<file path="config.mk">
export PLATFORM = sky130hd
export DESIGN_NAME = ps_cfg_ctrl
export DESIGN_NICKNAME = d
export VERILOG_FILES = /design/src/rtl/ps_cfg_ctrl.v
export VERILOG_INCLUDE_DIRS = /design/src /design/src/rtl
export SDC_FILE = /design/constraint.sdc
export NUM_CORES = 1
export LEC_CHECK = 0
export BUFFER_PORTS_ARGS = -buffer_cell sky130_fd_sc_hd__buf_2
export CAP_MARGIN = 20
export CORE_MARGIN = 2
export CORE_UTILIZATION = 55
export DETAILED_ROUTE_END_ITERATION = 7
export GPL_ROUTABILITY_DRIVEN = 0
export PLACE_DENSITY = 0.82
export SYNTH_ARGS = -nofsm -noshare
export SYNTH_HDL_FRONTEND = slang
export SYNTH_SLANG_ARGS = --single-unit
</file>
<file path="constraint.sdc">
create_clock -name I_MCLK -period 3.32 [get_ports I_MCLK]
set_clock_uncertainty 0.2 [all_clocks]
set_input_delay 0.166 -clock I_MCLK [delete_from_list [all_inputs] [get_ports I_MCLK]]
set_output_delay 0.166 -clock I_MCLK [all_outputs]
set_load 0.02 [all_outputs]
</file>
<file path="src/rtl/ps_cfg_map.vh">
// constants for the passive serial configuration control block
`ifndef PS_CFG_MAP_VH
`define PS_CFG_MAP_VH
`define POR_TIME_MS       100
`define AUTO_RST_TIME_US  40
`define CLK_MHZ           200
`define POR_CYCLES        (`POR_TIME_MS * 1000 * `CLK_MHZ)
`define AUTO_RST_CYCLES   (`AUTO_RST_TIME_US * `CLK_MHZ)
`define INIT_CYCLES_DEF   32
`define BITSTREAM_LEN_DEF 64
`define PIN_IDLE_LOW      1'b0
`define PIN_IDLE_HIGH     1'b1
`define ST_POR            3'h0
`define ST_RESET          3'h1
`define ST_LOAD           3'h2
`define ST_WAIT_DONE      3'h3
`define ST_INIT           3'h4
`define ST_USER           3'h5
`define ST_ERROR          3'h6
`endif

</file>
<file path="src/rtl/ps_cfg_ctrl.v">
// passive serial configuration control, device side
// Functional notes
// - power-on hold about 100 ms first
// - during hold: health low, user pins released
// - user pins released until configuration completes
// - phases: reset, loading, initialization in order
// - stay in reset while start or health low
// - start high: leave reset, release health line
// - health released means ready for data
// - initialization waits for shared load-complete high
// - error pulls health low, chain reconfigures
// - auto-restart releases health within 40 us
// - user-clock option clocks initialization externally
`timescale 1ns/1ps
`default_nettype none
`include "ps_cfg_map.vh"
module ps_cfg_ctrl #(
    parameter integer POR_CYCLES    = `POR_CYCLES,
    parameter integer AUTO_RST_CYC  = `AUTO_RST_CYCLES,
    parameter integer INIT_CYCLES   = `INIT_CYCLES_DEF,
    parameter integer STREAM_BITS   = `BITSTREAM_LEN_DEF
) (
    input  wire I_MCLK,
    input  wire I_SRST,
    input  wire I_CFG_START_N,
    input  wire I_HEALTH_FLAG_N,
    input  wire I_LOAD_COMPLETE,
    input  wire I_SERIAL_LOAD_CLOCK,
    input  wire I_SERIAL_LOAD_BIT,
    input  wire I_INIT_USER_CLOCK,
    input  wire I_USE_USER_CLOCK,
    input  wire I_AUTO_RESTART,
    input  wire I_CHAIN_ENABLE_IN_N,
    output wire O_HEALTH_FLAG_N_O,
    output wire O_HEALTH_FLAG_N_OE_N,
    output wire O_LOAD_COMPLETE_O,
    output wire O_LOAD_COMPLETE_OE_N,
    output wire O_CHAIN_ENABLE_OUT_N,
    output wire O_USER_IO_OE_N,
    output wire O_USER_MODE,
    output wire O_STREAM_BIT,
    output wire O_STREAM_BIT_VALID
);
    // ------------------------------------------------------------
    // input synchronisers
    // ------------------------------------------------------------
    wire start_n;
    wire health_n;
    wire done_in;
    wire lclk_lvl;
    wire bit_lvl;
    wire uclk_lvl;
    wire ce_n_lvl;
    wire use_uclk;
    wire auto_rst;
    reg  lclk_prev_reg;
    reg  uclk_prev_reg;
    ps_cfg_sync2 #(
        .RESET_LEVEL (`PIN_IDLE_LOW)
    ) u_start_sync (
        .i_clk   (I_MCLK),
        .i_srst  (I_SRST),
        .i_pin   (I_CFG_START_N),
        .o_level (start_n)
    );
    ps_cfg_sync2 #(
        .RESET_LEVEL (`PIN_IDLE_LOW)
    ) u_health_sync (
        .i_clk   (I_MCLK),
        .i_srst  (I_SRST),
        .i_pin   (I_HEALTH_FLAG_N),
        .o_level (health_n)
    );
    ps_cfg_sync2 #(
        .RESET_LEVEL (`PIN_IDLE_LOW)
    ) u_done_sync (
        .i_clk   (I_MCLK),
        .i_srst  (I_SRST),
        .i_pin   (I_LOAD_COMPLETE),
        .o_level (done_in)
    );
    ps_cfg_sync2 #(
        .RESET_LEVEL (`PIN_IDLE_LOW)
    ) u_lclk_sync (
        .i_clk   (I_MCLK),
        .i_srst  (I_SRST),
        .i_pin   (I_SERIAL_LOAD_CLOCK),
        .o_level (lclk_lvl)
    );
    ps_cfg_sync2 #(
        .RESET_LEVEL (`PIN_IDLE_LOW)
    ) u_bit_sync (
        .i_clk   (I_MCLK),
        .i_srst  (I_SRST),
        .i_pin   (I_SERIAL_LOAD_BIT),
        .o_level (bit_lvl)
    );
    ps_cfg_sync2 #(
        .RESET_LEVEL (`PIN_IDLE_LOW)
    ) u_uclk_sync (
        .i_clk   (I_MCLK),
        .i_srst  (I_SRST),
        .i_pin   (I_INIT_USER_CLOCK),
        .o_level (uclk_lvl)
    );
    ps_cfg_sync2 #(
        .RESET_LEVEL (`PIN_IDLE_HIGH)
    ) u_ce_sync (
        .i_clk   (I_MCLK),
        .i_srst  (I_SRST),
        .i_pin   (I_CHAIN_ENABLE_IN_N),
        .o_level (ce_n_lvl)
    );
    ps_cfg_sync2 #(
        .RESET_LEVEL (`PIN_IDLE_LOW)
    ) u_use_sync (
        .i_clk   (I_MCLK),
        .i_srst  (I_SRST),
        .i_pin   (I_USE_USER_CLOCK),
        .o_level (use_uclk)
    );
    ps_cfg_sync2 #(
        .RESET_LEVEL (`PIN_IDLE_LOW)
    ) u_auto_sync (
        .i_clk   (I_MCLK),
        .i_srst  (I_SRST),
        .i_pin   (I_AUTO_RESTART),
        .o_level (auto_rst)
    );
    // edge detectors start at the idle low level of both clocks
    always @(posedge I_MCLK) begin
        if (I_SRST) begin
            lclk_prev_reg <= `PIN_IDLE_LOW;
            uclk_prev_reg <= `PIN_IDLE_LOW;
        end else begin
            lclk_prev_reg <= lclk_lvl;
            uclk_prev_reg <= uclk_lvl;
        end
    end
    wire lclk_rise = lclk_lvl & ~lclk_prev_reg;
    wire uclk_rise = uclk_lvl & ~uclk_prev_reg;
    wire chain_on  = ~ce_n_lvl;
    // ------------------------------------------------------------
    // sequencer
    // ------------------------------------------------------------
    localparam [2:0] ST_POR       = `ST_POR;
    localparam [2:0] ST_RESET     = `ST_RESET;
    localparam [2:0] ST_LOAD      = `ST_LOAD;
    localparam [2:0] ST_WAIT_DONE = `ST_WAIT_DONE;
    localparam [2:0] ST_INIT      = `ST_INIT;
    localparam [2:0] ST_USER      = `ST_USER;
    localparam [2:0] ST_ERROR     = `ST_ERROR;
    reg [2:0]  state_reg;
    reg [2:0]  state_next;
    reg [31:0] count_reg;
    reg [31:0] count_next;
    reg        start_prev_reg;
    wire       start_rise = start_n & ~start_prev_reg;
    // init clock source: user clock when selected, else own clock
    wire       init_tick = use_uclk ? uclk_rise : 1'b1;
    // last bit of stream arriving
    wire       last_bit = lclk_rise &&
                          (count_reg == STREAM_BITS - 1);
    // error: load clock runs while the chain enable is off
    wire       load_err = lclk_rise && !chain_on;
    always @* begin
        state_next = state_reg;
        count_next = count_reg;
        case (state_reg)
            ST_POR: begin
                if (count_reg == POR_CYCLES - 1) begin
                    state_next = ST_RESET;
                    count_next = 32'h0;
                end else begin
                    count_next = count_reg + 32'h1;
                end
            end
            ST_RESET: begin
                count_next = 32'h0;
                if (start_n && health_n) begin
                    state_next = ST_LOAD;
                end
            end
            ST_LOAD: begin
                if (!start_n || !health_n) begin
                    state_next = ST_RESET;
                end else if (load_err) begin
                    state_next = ST_ERROR;
                    count_next = 32'h0;
                end else if (last_bit) begin
                    state_next = ST_WAIT_DONE;
                    count_next = 32'h0;
                end else if (lclk_rise) begin
                    count_next = count_reg + 32'h1;
                end
            end
            ST_WAIT_DONE: begin
                if (!start_n || !health_n) begin
                    state_next = ST_RESET;
                end else if (done_in) begin
                    state_next = ST_INIT;
                end
            end
            ST_INIT: begin
                if (!start_n || !health_n) begin
                    state_next = ST_RESET;
                end else if (init_tick) begin
                    if (count_reg == INIT_CYCLES - 1) begin
                        state_next = ST_USER;
                    end else begin
                        count_next = count_reg + 32'h1;
                    end
                end
            end
            ST_USER: begin
                if (!start_n) begin
                    state_next = ST_RESET;
                end
            end
            ST_ERROR: begin
                if (start_rise) begin
                    state_next = ST_RESET;
                    count_next = 32'h0;
                end else if (auto_rst) begin
                    if (count_reg == AUTO_RST_CYC - 1) begin
                        state_next = ST_RESET;
                        count_next = 32'h0;
                    end else begin
                        count_next = count_reg + 32'h1;
                    end
                end
            end
            default: begin
                state_next = ST_POR;
                count_next = 32'h0;
            end
        endcase
    end
    always @(posedge I_MCLK) begin
        if (I_SRST) begin
            state_reg      <= ST_POR;
            count_reg      <= 32'h0;
            start_prev_reg <= 1'b0;
        end else begin
            state_reg      <= state_next;
            count_reg      <= count_next;
            start_prev_reg <= start_n;
        end
    end
    // ------------------------------------------------------------
    // data capture and outputs
    // ------------------------------------------------------------
    // a bit is taken only while loading with both lines up and chain on
    wire capture_ok = (state_reg == ST_LOAD) && lclk_rise &&
                      start_n && health_n && chain_on;
    reg  stream_bit_reg;
    reg  stream_valid_reg;
    always @(posedge I_MCLK) begin
        if (I_SRST) begin
            stream_bit_reg   <= 1'b0;
            stream_valid_reg <= 1'b0;
        end else begin
            stream_valid_reg <= capture_ok;
            if (capture_ok) begin
                stream_bit_reg <= bit_lvl;
            end
        end
    end
    assign O_STREAM_BIT       = stream_bit_reg;
    assign O_STREAM_BIT_VALID = stream_valid_reg;
    // health low in hold, reset by start line, or error
    wire hold_health = (state_reg == ST_POR) ||
                       (state_reg == ST_ERROR) ||
                       ((state_reg == ST_RESET) && !start_n);
    assign O_HEALTH_FLAG_N_O    = 1'b0;
    assign O_HEALTH_FLAG_N_OE_N = ~hold_health;
    // load-complete held low until the stream is in
    assign O_LOAD_COMPLETE_O    = 1'b0;
    assign O_LOAD_COMPLETE_OE_N = (state_reg == ST_WAIT_DONE) ||
                                  (state_reg == ST_INIT) ||
                                  (state_reg == ST_USER);
    assign O_CHAIN_ENABLE_OUT_N = ~O_LOAD_COMPLETE_OE_N;
    assign O_USER_MODE          = (state_reg == ST_USER);
    assign O_USER_IO_OE_N       = ~O_USER_MODE;
endmodule // ps_cfg_ctrl

// ------------------------------------------------------------
// two flip-flop synchroniser for one pin
// ------------------------------------------------------------
module ps_cfg_sync2 #(
    parameter [0:0] RESET_LEVEL = `PIN_IDLE_LOW
) (
    input  wire i_clk,
    input  wire i_srst,
    input  wire i_pin,
    output wire o_level
);
    reg meta_reg;
    reg level_reg;
    always @(posedge i_clk) begin
        if (i_srst) begin
            meta_reg  <= RESET_LEVEL;
            level_reg <= RESET_LEVEL;
        end else begin
            meta_reg  <= i_pin;
            level_reg <= meta_reg;
        end
    end
    assign o_level = level_reg;
endmodule // ps_cfg_sync2
`default_nettype wire

</file>
==> flow_metrics.py, run 1 <==
metrics = {
    "cells_and_area": {
        "antenna_cells": 0,
        "fillerInstances": 376,
        "multi_input_area_mm2": 0.001386,
        "largest_register_ffs": 32,
        "final_cell_count_no_fill": 395,
        "fin_nets": 349,
        "post-route-util_pct": 65.15,
        "area_growth_syn_to_layout_pct": 15.62,
        "layout-drive-gt1-share_pct": 11.73,
        "register_area_mm2": 0.001161,
    },
    "synthesis": {
        "synthTopCellsByArea": "dfxtp_1 44%, nor2_1 7.5%, xnor2_1 5.6%",
        "synthFlopType": "dfxtp_1",
        "synth_commonest_cells": "58 x dfxtp_1, 53 x nor2_1, 36 x nand2_1",
        "synth-edff-count": 0,
        "netlist_area_mm2": 0.002644,
        "ys_types": 44,
        "yosysTopAreaCell": "dfxtp_1",
        "async_reset_ff_share_pct": 0,
        "avgSynthCellArea_um2": 8.447,
        "synth_seq_cells": 58,
        "postSynthCellCount": 313,
        "yosysMostFrequentCell": "dfxtp_1",
        "ys_warn_count": 0,
        "synth_top_area_share_pct": 43.92,
        "seq_area_frac_synth_pct": 43.92,
    },
    "worst_setup_path": {
        "reg2regPathDepth": 9,
        "critPathKind": "reg -> reg",
        "critPathCaptureType": "flip-flop",
        "cp.arrival_ns": 2.96,
        "rrSetupSlack_ns": 0.37,
        "crit_end": "count_reg[12]",
        "path_max_fanout": 31,
        "startpoint": "count_reg[0]",
        "r2r-start": "count_reg[0]",
        "worstSetupStartpointType": "flip-flop",
        "timing.rr.end": "count_reg[12]",
        "critPathRequiredTime_ns": 3.33,
    },
    "floorplanning": {
        "die_w_um": 73.33,
        "start_util_pct": 56.35,
        "core_area_mm2": 0.004692,
        "rows": 25,
        "die_y_um": 73.33,
        "io_pins": 20,
        "dieArea_mm2": 0.005377,
    },
    "min_path": {
        "hold_path_class": "in -> reg",
        "hold_path_startpoint": "I_SRST",
    },
    "routing": {
        "num_vias": 2155,
        "drtPass1Iterations": 4,
        "ant_nets": 0,
        "drc": 0,
        "drtIter0Drc": 109,
        "routed_wl_um": 5298,
        "routed_via_density": 5.456,
        "wl_per_cell_um": 13.41,
    },
    "power_and_ir_drop": {
        "fin_total_pwr_mw": 1.584,
        "p_per_area_mw_per_mm2": 518.1,
        "power_leakage_nw": 1.100,
        "peakVddDrop_mv": 0.2912,
    },
    "clock_network": {
        "cts_max_path_buffers": 2,
        "cts_resized": 0,
        "insertion_delay_ns": 0.33,
        "cts_sinks": 58,
        "cts_tree": "yes",
        "clk_pin_slew_worst_paths_ns": 0.07,
        "h-tree-depth": 3,
        "cts_root_buffer": "clkbuf_8",
        "cts_buffers": 9,
    },
    "sta": {
        "rsz0062_at_grt": "no",
        "slew_violations": 0,
        "period_minus_slack_ns": 2.953,
        "finalHoldViolCount": 0,
        "tns_ns": 0,
        "worst_slack_ns": 0.3666,
        "max_slew_margin_pct": 57.67,
        "setup_violations": 0,
        "fmaxAchievable_mhz": 338.6,
        "fin_crit_sh_pct": 88.96,
        "tightest_slew_ns": 0.6325,
    },
    "grt": {
        "grt_pass1_vias": 2094,
        "antenna_found_initial": 0,
        "grt_pass1_wl_um": 9170,
        "grt_start_max_net_pins": 32,
        "track_usage_pct": 22.42,
        "grt-ovfl-total": 0,
    },
    "place": {
        "dp.cells": 371,
        "dpl.hpwl_um": 3367,
        "dp_slack_ns": 0.4344,
        "port_buffers": 17,
    },
    "flow_run": {
        "drv_cap": 0,
    },
    "status": {
        "status": "finished clean",
    },
}
==> cell usage in the layout (no fill, tap or decap), types with 2 or more instances in the layout <==
cell	Yosys	routed
conb_1	1	2
a31oi_1	2	2
nor4_1	9	9
dfxtp_1	58	58
and3_1	2	2
xnor2_1	17	17
a21boi_0	2	2
nand4_1	12	12
dlygate4sd3_1	0	9
inv_1	5	5
nor2b_1	21	21
buf_2	2	17
clkbuf_8	0	10
a21oi_1	6	6
o21ai_0	3	3
xor2_1	14	14
and2_1	2	2
or2_2	2	2
nor2_1	53	53
bufinv_16	0	3
nand2_1	36	36
nand3_1	12	12
a211oi_1	2	2
nor3_1	11	11
nand2b_1	4	4
and4_1	4	4
a21o_1	3	3
==> through the flow <==
stage,hold WS (ns),instance area [um2]
3_3_place_gp,0.1499,2726
3_5_place_dp,0.1556,2726
5_1_grt,0.06802,3057
2_1_floorplan,0.06981,2648
6_report,0.06722,3057
4_1_cts,0.04763,3057
==> repair_timing <==
item,4_1_cts,5_1_grt
setup buffers,0,0
endpoints found under the hold margin,9,0
hold buffers,9,0
==> power breakdown <==
part / total (mW) / switching (mW) / internal [mW]
combinational: 0.0758 / 0.0422 / 0.0337
clock: 0.776 / 0.263 / 0.513
sequential: 0.732 / 0.0176 / 0.714
==> final cells by class <==
| cell class | instances | area share, % |
|---|---|---|
| Multi-Input combinational cell | 236 | 45.35 |
| Sequential cell | 58 | 37.99 |
| Timing Repair Buffer | 27 | 5.976 |
| Clock buffer | 10 | 4.503 |
| Clock inverter | 5 | 3.357 |
| Tap cell | 54 | 2.210 |
| Inverter | 5 | 0.6140 |
==> worst max-delay path, stage by stage (launching register included) <==
cell and delay, ns:
dfxtp_1 0.43, ha_1 0.21, and4_1 0.27, nand4_1 0.27, nor3_1 0.32, a31oi_1 0.14
nor4_1 0.40, a21o_1 0.17, buf_4 0.30, nor2_1 0.11
==> logic make-up (layout without fill, tap and decap cells) <==
group / count (synthesis) / in the layout / share of synthesized area [%]
simple gates: 174 / 174 / 32.99
mux: 1 / 1 / 0.3786
buf+inv: 20 / 47 / 3.786
fa+ha+maj: 1 / 1 / 0.4732
compound gates: 27 / 27 / 8.045
other cells: 1 / 2 / 0.1418
xor+xnor: 31 / 31 / 10.27
flops: 58 / 58 / 43.92
==> worst min path at each step <==
stage	slack, ns	cells past startpoint	end
6_report	0.07	2	start_prev_reg
5_1_grt	0.07	2	start_prev_reg
4_1_cts	0.05	2	O_STREAM_BIT
3_5_place_dp	0.16	2	u_ce_sync.meta_reg
3_3_place_gp	0.15	2	u_ce_sync.meta_reg
2_1_floorplan	0.07	1	u_ce_sync.meta_reg
==> metal layers <==
metal / up-vias / share of wire [%] / track usage, %
li1: 1103 / - / -
met1: 992 / 46 / 26.92
met2: 54 / 49 / 36.54
met3: 6 / 4.4 / 8.779
met4: 0 / 1.0 / 7.879
met5: - / 0 / 0
(Power assumes the default switching activity.)
==> run 2: changes to the inputs <==
- RECOVER_POWER: unset -> 50
==> flow_metrics.py, run 2 (same netlist as run 1, synthesis figures left out) <==
metrics = {
    "status": {
        "status": "finished clean",
    },
    "floorplanning": {
        "dieArea_mm2": 0.005377,
        "core_area_mm2": 0.004692,
        "rows": 25,
        "die_y_um": 73.33,
        "io_pins": 20,
        "start_util_pct": 56.35,
        "die_w_um": 73.33,
    },
    "grt": {
        "antenna_found_initial": 0,
        "grt-ovfl-total": 0,
        "grt_start_max_net_pins": 32,
        "track_usage_pct": 22.42,
        "grt_pass1_wl_um": 9170,
        "grt_pass1_vias": 2094,
    },
    "clock_network": {
        "cts_max_path_buffers": 2,
        "cts_root_buffer": "clkbuf_8",
        "postCtsSetupRepairBufs": 0,
        "h-tree-depth": 3,
        "cts_buffers": 9,
        "cts_sinks": 58,
        "cts_tree": "yes",
        "clk_pin_slew_worst_paths_ns": 0.07,
        "insertion_delay_ns": 0.33,
    },
    "cells_and_area": {
        "area_growth_syn_to_layout_pct": 15.33,
        "final_cell_count_no_fill": 395,
        "post-route-util_pct": 64.99,
        "final_cell_mix": "58 x dfxtp_1, 53 x nor2_1, 36 x nand2_1",
        "layout-drive-gt1-share_pct": 9.971,
        "multi_input_area_mm2": 0.001386,
        "final_cell_area_mm2": 0.003049,
        "largest_register_ffs": 32,
        "fin_nets": 349,
        "fillerInstances": 379,
        "register_area_mm2": 0.001161,
        "antenna_cells": 0,
        "mostFrequentLayoutCell": "dfxtp_1",
    },
    "worst_setup_path": {
        "cp.arrival_ns": 2.96,
        "critPathKind": "reg -> reg",
        "crit_path_cell_trace": "ha_1 -> and4_1 -> nand4_1 -> nor3_1 -> a31oi_1 -> nor4_1 -> a21o_1 -> buf_4 -> nor2_1",
        "slowest_delay_ns": 0.43,
        "critPathRequiredTime_ns": 3.33,
        "path_max_fanout": 31,
        "worstSetupStartpointType": "flip-flop",
        "rrSetupSlack_ns": 0.37,
        "cp_slowest_cell": "dfxtp_1",
        "critPathCaptureType": "flip-flop",
    },
    "routing": {
        "drtPass1Iterations": 4,
        "routed_via_density": 5.448,
        "wl_per_cell_um": 13.42,
        "drc": 0,
        "drtIter0Drc": 109,
        "num_vias": 2152,
        "routed_wl_um": 5301,
        "ant_nets": 0,
    },
    "sta": {
        "setup_violations": 0,
        "fin_crit_sh_pct": 88.97,
        "max_slew_margin_pct": 57.79,
        "period_minus_slack_ns": 2.954,
        "tightest_slew_ns": 0.6308,
        "slew_violations": 0,
        "tns_ns": 0,
        "finalHoldViolCount": 0,
        "worst_slack_ns": 0.3663,
        "fmaxAchievable_mhz": 338.6,
        "rsz0062_at_grt": "no",
    },
    "place": {
        "dp.cells": 371,
        "port_buffers": 17,
        "dpl.hpwl_um": 3367,
        "dp_slack_ns": 0.4344,
        "placed_area_mm2": 0.002726,
    },
    "power_and_ir_drop": {
        "p_per_area_mw_per_mm2": 519.5,
        "peakVddDrop_mv": 0.2912,
        "power_leakage_nw": 1.075,
    },
    "flow_run": {
        "drv_cap": 0,
    },
    "min_path": {
        "hold_path_class": "in -> reg",
    },
}
-- run 2: worst paths after layout --
check | from | endpoint | cells after the start
max reg2reg | count_reg[0] | count_reg[12] | 9
min reg2reg | u_ce_sync.meta_reg | u_ce_sync.o_level | 1
min | I_SRST | start_prev_reg | 2
max | count_reg[0] | count_reg[12] | 9
-- run 2: routing by layer --
metal | GRT usage (%) | up-vias | wire (um)
li1 | - | 1104 | -
met1 | 26.92 | 987 | 2413
met2 | 36.54 | 55 | 2589
met3 | 8.779 | 6 | 244
met4 | 7.879 | 0 | 55
met5 | 0 | - | 0
-- run 2: timing repair --
action / in CTS / in global routing
hold endpoints to repair: 9 / 0
resized for setup: 0 / 0
hold buffers: 9 / 0
-- run 2: worst max-delay path: cells and delay by family (launching register included) --
kind                     cells  cell delay [ns]
AO/OA/AOI/OAI                2             0.31
adder cells (fa/ha/maj)      1             0.21
buffers and inverters        1             0.30
flip-flops                   1             0.43
AND/OR/NAND/NOR              5             1.37
-- run 2: metrics by stage --
stage | power, mW | hold WS (ns)
2_1_floorplan | 0.7990 | 0.06981
3_3_place_gp | 0.8095 | 0.1499
3_5_place_dp | 0.8125 | 0.1556
4_1_cts | 1.598 | 0.04763
5_1_grt | 1.641 | 0.06802
6_report | 1.584 | 0.06844
-- run 2: final cells by class --
| type | count | share of cell area [%] |
|---|---|---|
| clock buffer | 10 | 4.514 |
| clock inverter | 5 | 3.365 |
| inverter | 5 | 0.6155 |
| multi-input combinational | 236 | 45.47 |
| sequential | 58 | 38.08 |
| tap | 54 | 2.216 |
| timing repair buffer | 27 | 5.745 |
-- run 2: report_power, final --
group / internal [mW] / switching [mW]
Clock: 0.513 / 0.263
Sequential: 0.714 / 0.0176
Combinational: 0.0336 / 0.0421
Total: 1.26 / 0.323
==> run 3: changes to the inputs <==
- SKIP_LAST_GASP: unset -> 1
- clock period: 3.32 -> 3.6 ns (I/O delays scaled with it)
==> flow_metrics.py, run 3 (same netlist as run 1, synthesis figures left out) <==
metrics = {
    "floorplanning": {
        "rows": 25,
        "die_y_um": 73.33,
        "die_w_um": 73.33,
        "start_util_pct": 56.35,
        "dieArea_mm2": 0.005377,
        "io_pins": 20,
        "core_area_mm2": 0.004692,
    },
    "power_and_ir_drop": {
        "switchingPower_mw": 0.2980,
        "p_sw_share_pct": 20.40,
        "peakVddDrop_mv": 0.2931,
        "power_leakage_nw": 1.075,
        "fin_total_pwr_mw": 1.461,
        "seqPwrFrac_pct": 46.2,
        "clockPowerShare_pct": 49.1,
        "combPwrFrac_pct": 4.7,
        "p_per_area_mw_per_mm2": 480.4,
        "p_int_mw": 1.163,
    },
    "clock_network": {
        "cts_tree": "yes",
        "cts_max_path_buffers": 2,
        "cts_root_buffer": "clkbuf_8",
        "h-tree-depth": 3,
        "cts_resized": 0,
        "clk_pin_slew_worst_paths_ns": 0.06,
        "cts_buffers": 9,
        "insertion_delay_ns": 0.34,
        "cts_sinks": 58,
    },
    "grt": {
        "antenna_found_initial": 0,
        "grt-ovfl-total": 0,
        "grt_pass1_wl_um": 8976,
        "grt_start_max_net_pins": 32,
        "grt_pass1_vias": 2038,
        "track_usage_pct": 21.77,
    },
    "worst_setup_path": {
        "reg2regPathDepth": 8,
        "path_max_fanout": 10,
        "crit_end": "count_reg[27]",
        "critPathKind": "reg -> reg",
        "rrSetupSlack_ns": 0.58,
        "cp.depth": 8,
        "slowest_delay_ns": 0.73,
        "critPathCaptureType": "flip-flop",
        "timing.rr.end": "count_reg[27]",
        "cp.arrival_ns": 3.04,
        "r2r-start": "count_reg[0]",
        "startpoint": "count_reg[0]",
        "critPathTopFamily": "simple AND/OR/NAND/NOR gates",
        "crit_path_cell_trace": "ha_1 -> and4_1 -> nand4_1 -> nor4_2 -> a211o_1 -> nand2b_1 -> xor2_1 -> nor2_1",
        "cp_slowest_cell": "nor4_2",
        "critPathRequiredTime_ns": 3.62,
        "worstSetupStartpointType": "flip-flop",
        "cp_num_buf_inv": 0,
    },
    "place": {
        "dp_slack_ns": 0.7080,
        "placed_area_mm2": 0.002726,
        "dpl.hpwl_um": 3410,
        "port_buffers": 17,
    },
    "cells_and_area": {
        "antenna_cells": 0,
        "area_growth_syn_to_layout_pct": 15.00,
        "largest_register_ffs": 32,
        "fillerInstances": 390,
        "mostFrequentLayoutCell": "dfxtp_1",
        "final_cell_mix": "58 x dfxtp_1, 53 x nor2_1, 36 x nand2_1",
        "layout-drive-gt1-share_pct": 9.971,
        "fin_nets": 349,
        "final_cell_area_mm2": 0.003040,
    },
    "sta": {
        "fmaxAchievable_mhz": 331.2,
        "tightest_slew_ns": 0.7467,
        "rsz0062_at_grt": "no",
        "slew_violations": 0,
        "max_slew_margin_pct": 49.81,
        "finalHoldViolCount": 0,
        "tns_ns": 0,
        "fin_crit_sh_pct": 83.86,
        "period_minus_slack_ns": 3.019,
        "setup_violations": 0,
        "worst_slack_ns": 0.5809,
    },
    "routing": {
        "routed_via_density": 5.375,
        "drc": 0,
        "routed_wl_um": 5082,
        "drtIter0Drc": 108,
        "drtPass1Iterations": 4,
        "wl_per_cell_um": 12.87,
        "ant_nets": 0,
        "num_vias": 2123,
    },
    "flow_run": {
        "drv_cap": 0,
    },
    "status": {
        "status": "finished clean",
    },
    "min_path": {
        "hold_path_class": "in -> reg",
    },
}
-- run 3: cell counts in the layout (fill, tap and decap cells not counted) --
No cell type changed its count.
-- run 3: through the flow --
| stage | hold WS [ns] | cells | util, % |
|---|---|---|---|
| 4_1_cts | 0.05607 | 395 | 65.15 |
| 3_5_place_dp | 0.1696 | 371 | 58.11 |
| 3_3_place_gp | 0.1639 | 371 | 58.11 |
| 2_1_floorplan | 0.08381 | 314 | - |
| 5_1_grt | 0.08325 | 395 | 64.80 |
| 6_report | 0.06782 | 395 | 64.80 |
-- run 3: what timing repair did --
action                                 in CTS  in global routing
endpoints found under the hold margin       9                  0
hold buffers                                9                  0
buffers inserted                            0                  0
-- run 3: layer usage --
layer	share of wire, %	vias up	GRT usage, %
li1	-	1102	-
met1	46	960	27.04
met2	47	50	33.83
met3	5.1	11	7.407
met4	1.9	0	10.51
met5	0	-	0
-- run 3: worst min path at each step --
stage / startpoint / slack (ns) / to / depth (start not counted)
after floorplan: I_CHAIN_ENABLE_IN_N / 0.08 / u_ce_sync.meta_reg / 1
after global placement: I_CHAIN_ENABLE_IN_N / 0.16 / u_ce_sync.meta_reg / 2
after detailed placement: I_CHAIN_ENABLE_IN_N / 0.17 / u_ce_sync.meta_reg / 2
after CTS: I_SRST / 0.06 / O_STREAM_BIT / 2
after global routing: I_SRST / 0.08 / start_prev_reg / 2
final: I_SRST / 0.07 / start_prev_reg / 2
-- run 3: area by class of cell --
class	instances	area, um2	area share [%]
Tap cell	54	67.56	2.222
Sequential cell	58	1161	38.19
Clock inverter	5	102.6	3.374
Inverter	5	18.77	0.6173
Clock buffer	10	137.6	4.527
Multi-Input combinational cell	236	1378	45.31
Timing Repair Buffer	27	175.2	5.761
-- run 3: worst register-to-register path, cell delays in order (launching register included) --
cell,delay (ns)
dfxtp_1,0.43
ha_1,0.22
and4_1,0.28
nand4_1,0.23
nor4_2,0.73
a211o_1,0.45
nand2b_1,0.17
xor2_1,0.15
nor2_1,0.05
-- run 3: power by group through the flow --
stage | registers, mW | logic, mW | clock network, mW
floorplan | 0.682 | 0.0548 | 0
detailed placement | 0.689 | 0.0605 | 0
global route | 0.678 | 0.0772 | 0.755
CTS | 0.675 | 0.0684 | 0.731
global placement | 0.688 | 0.0588 | 0
finish | 0.675 | 0.0682 | 0.718
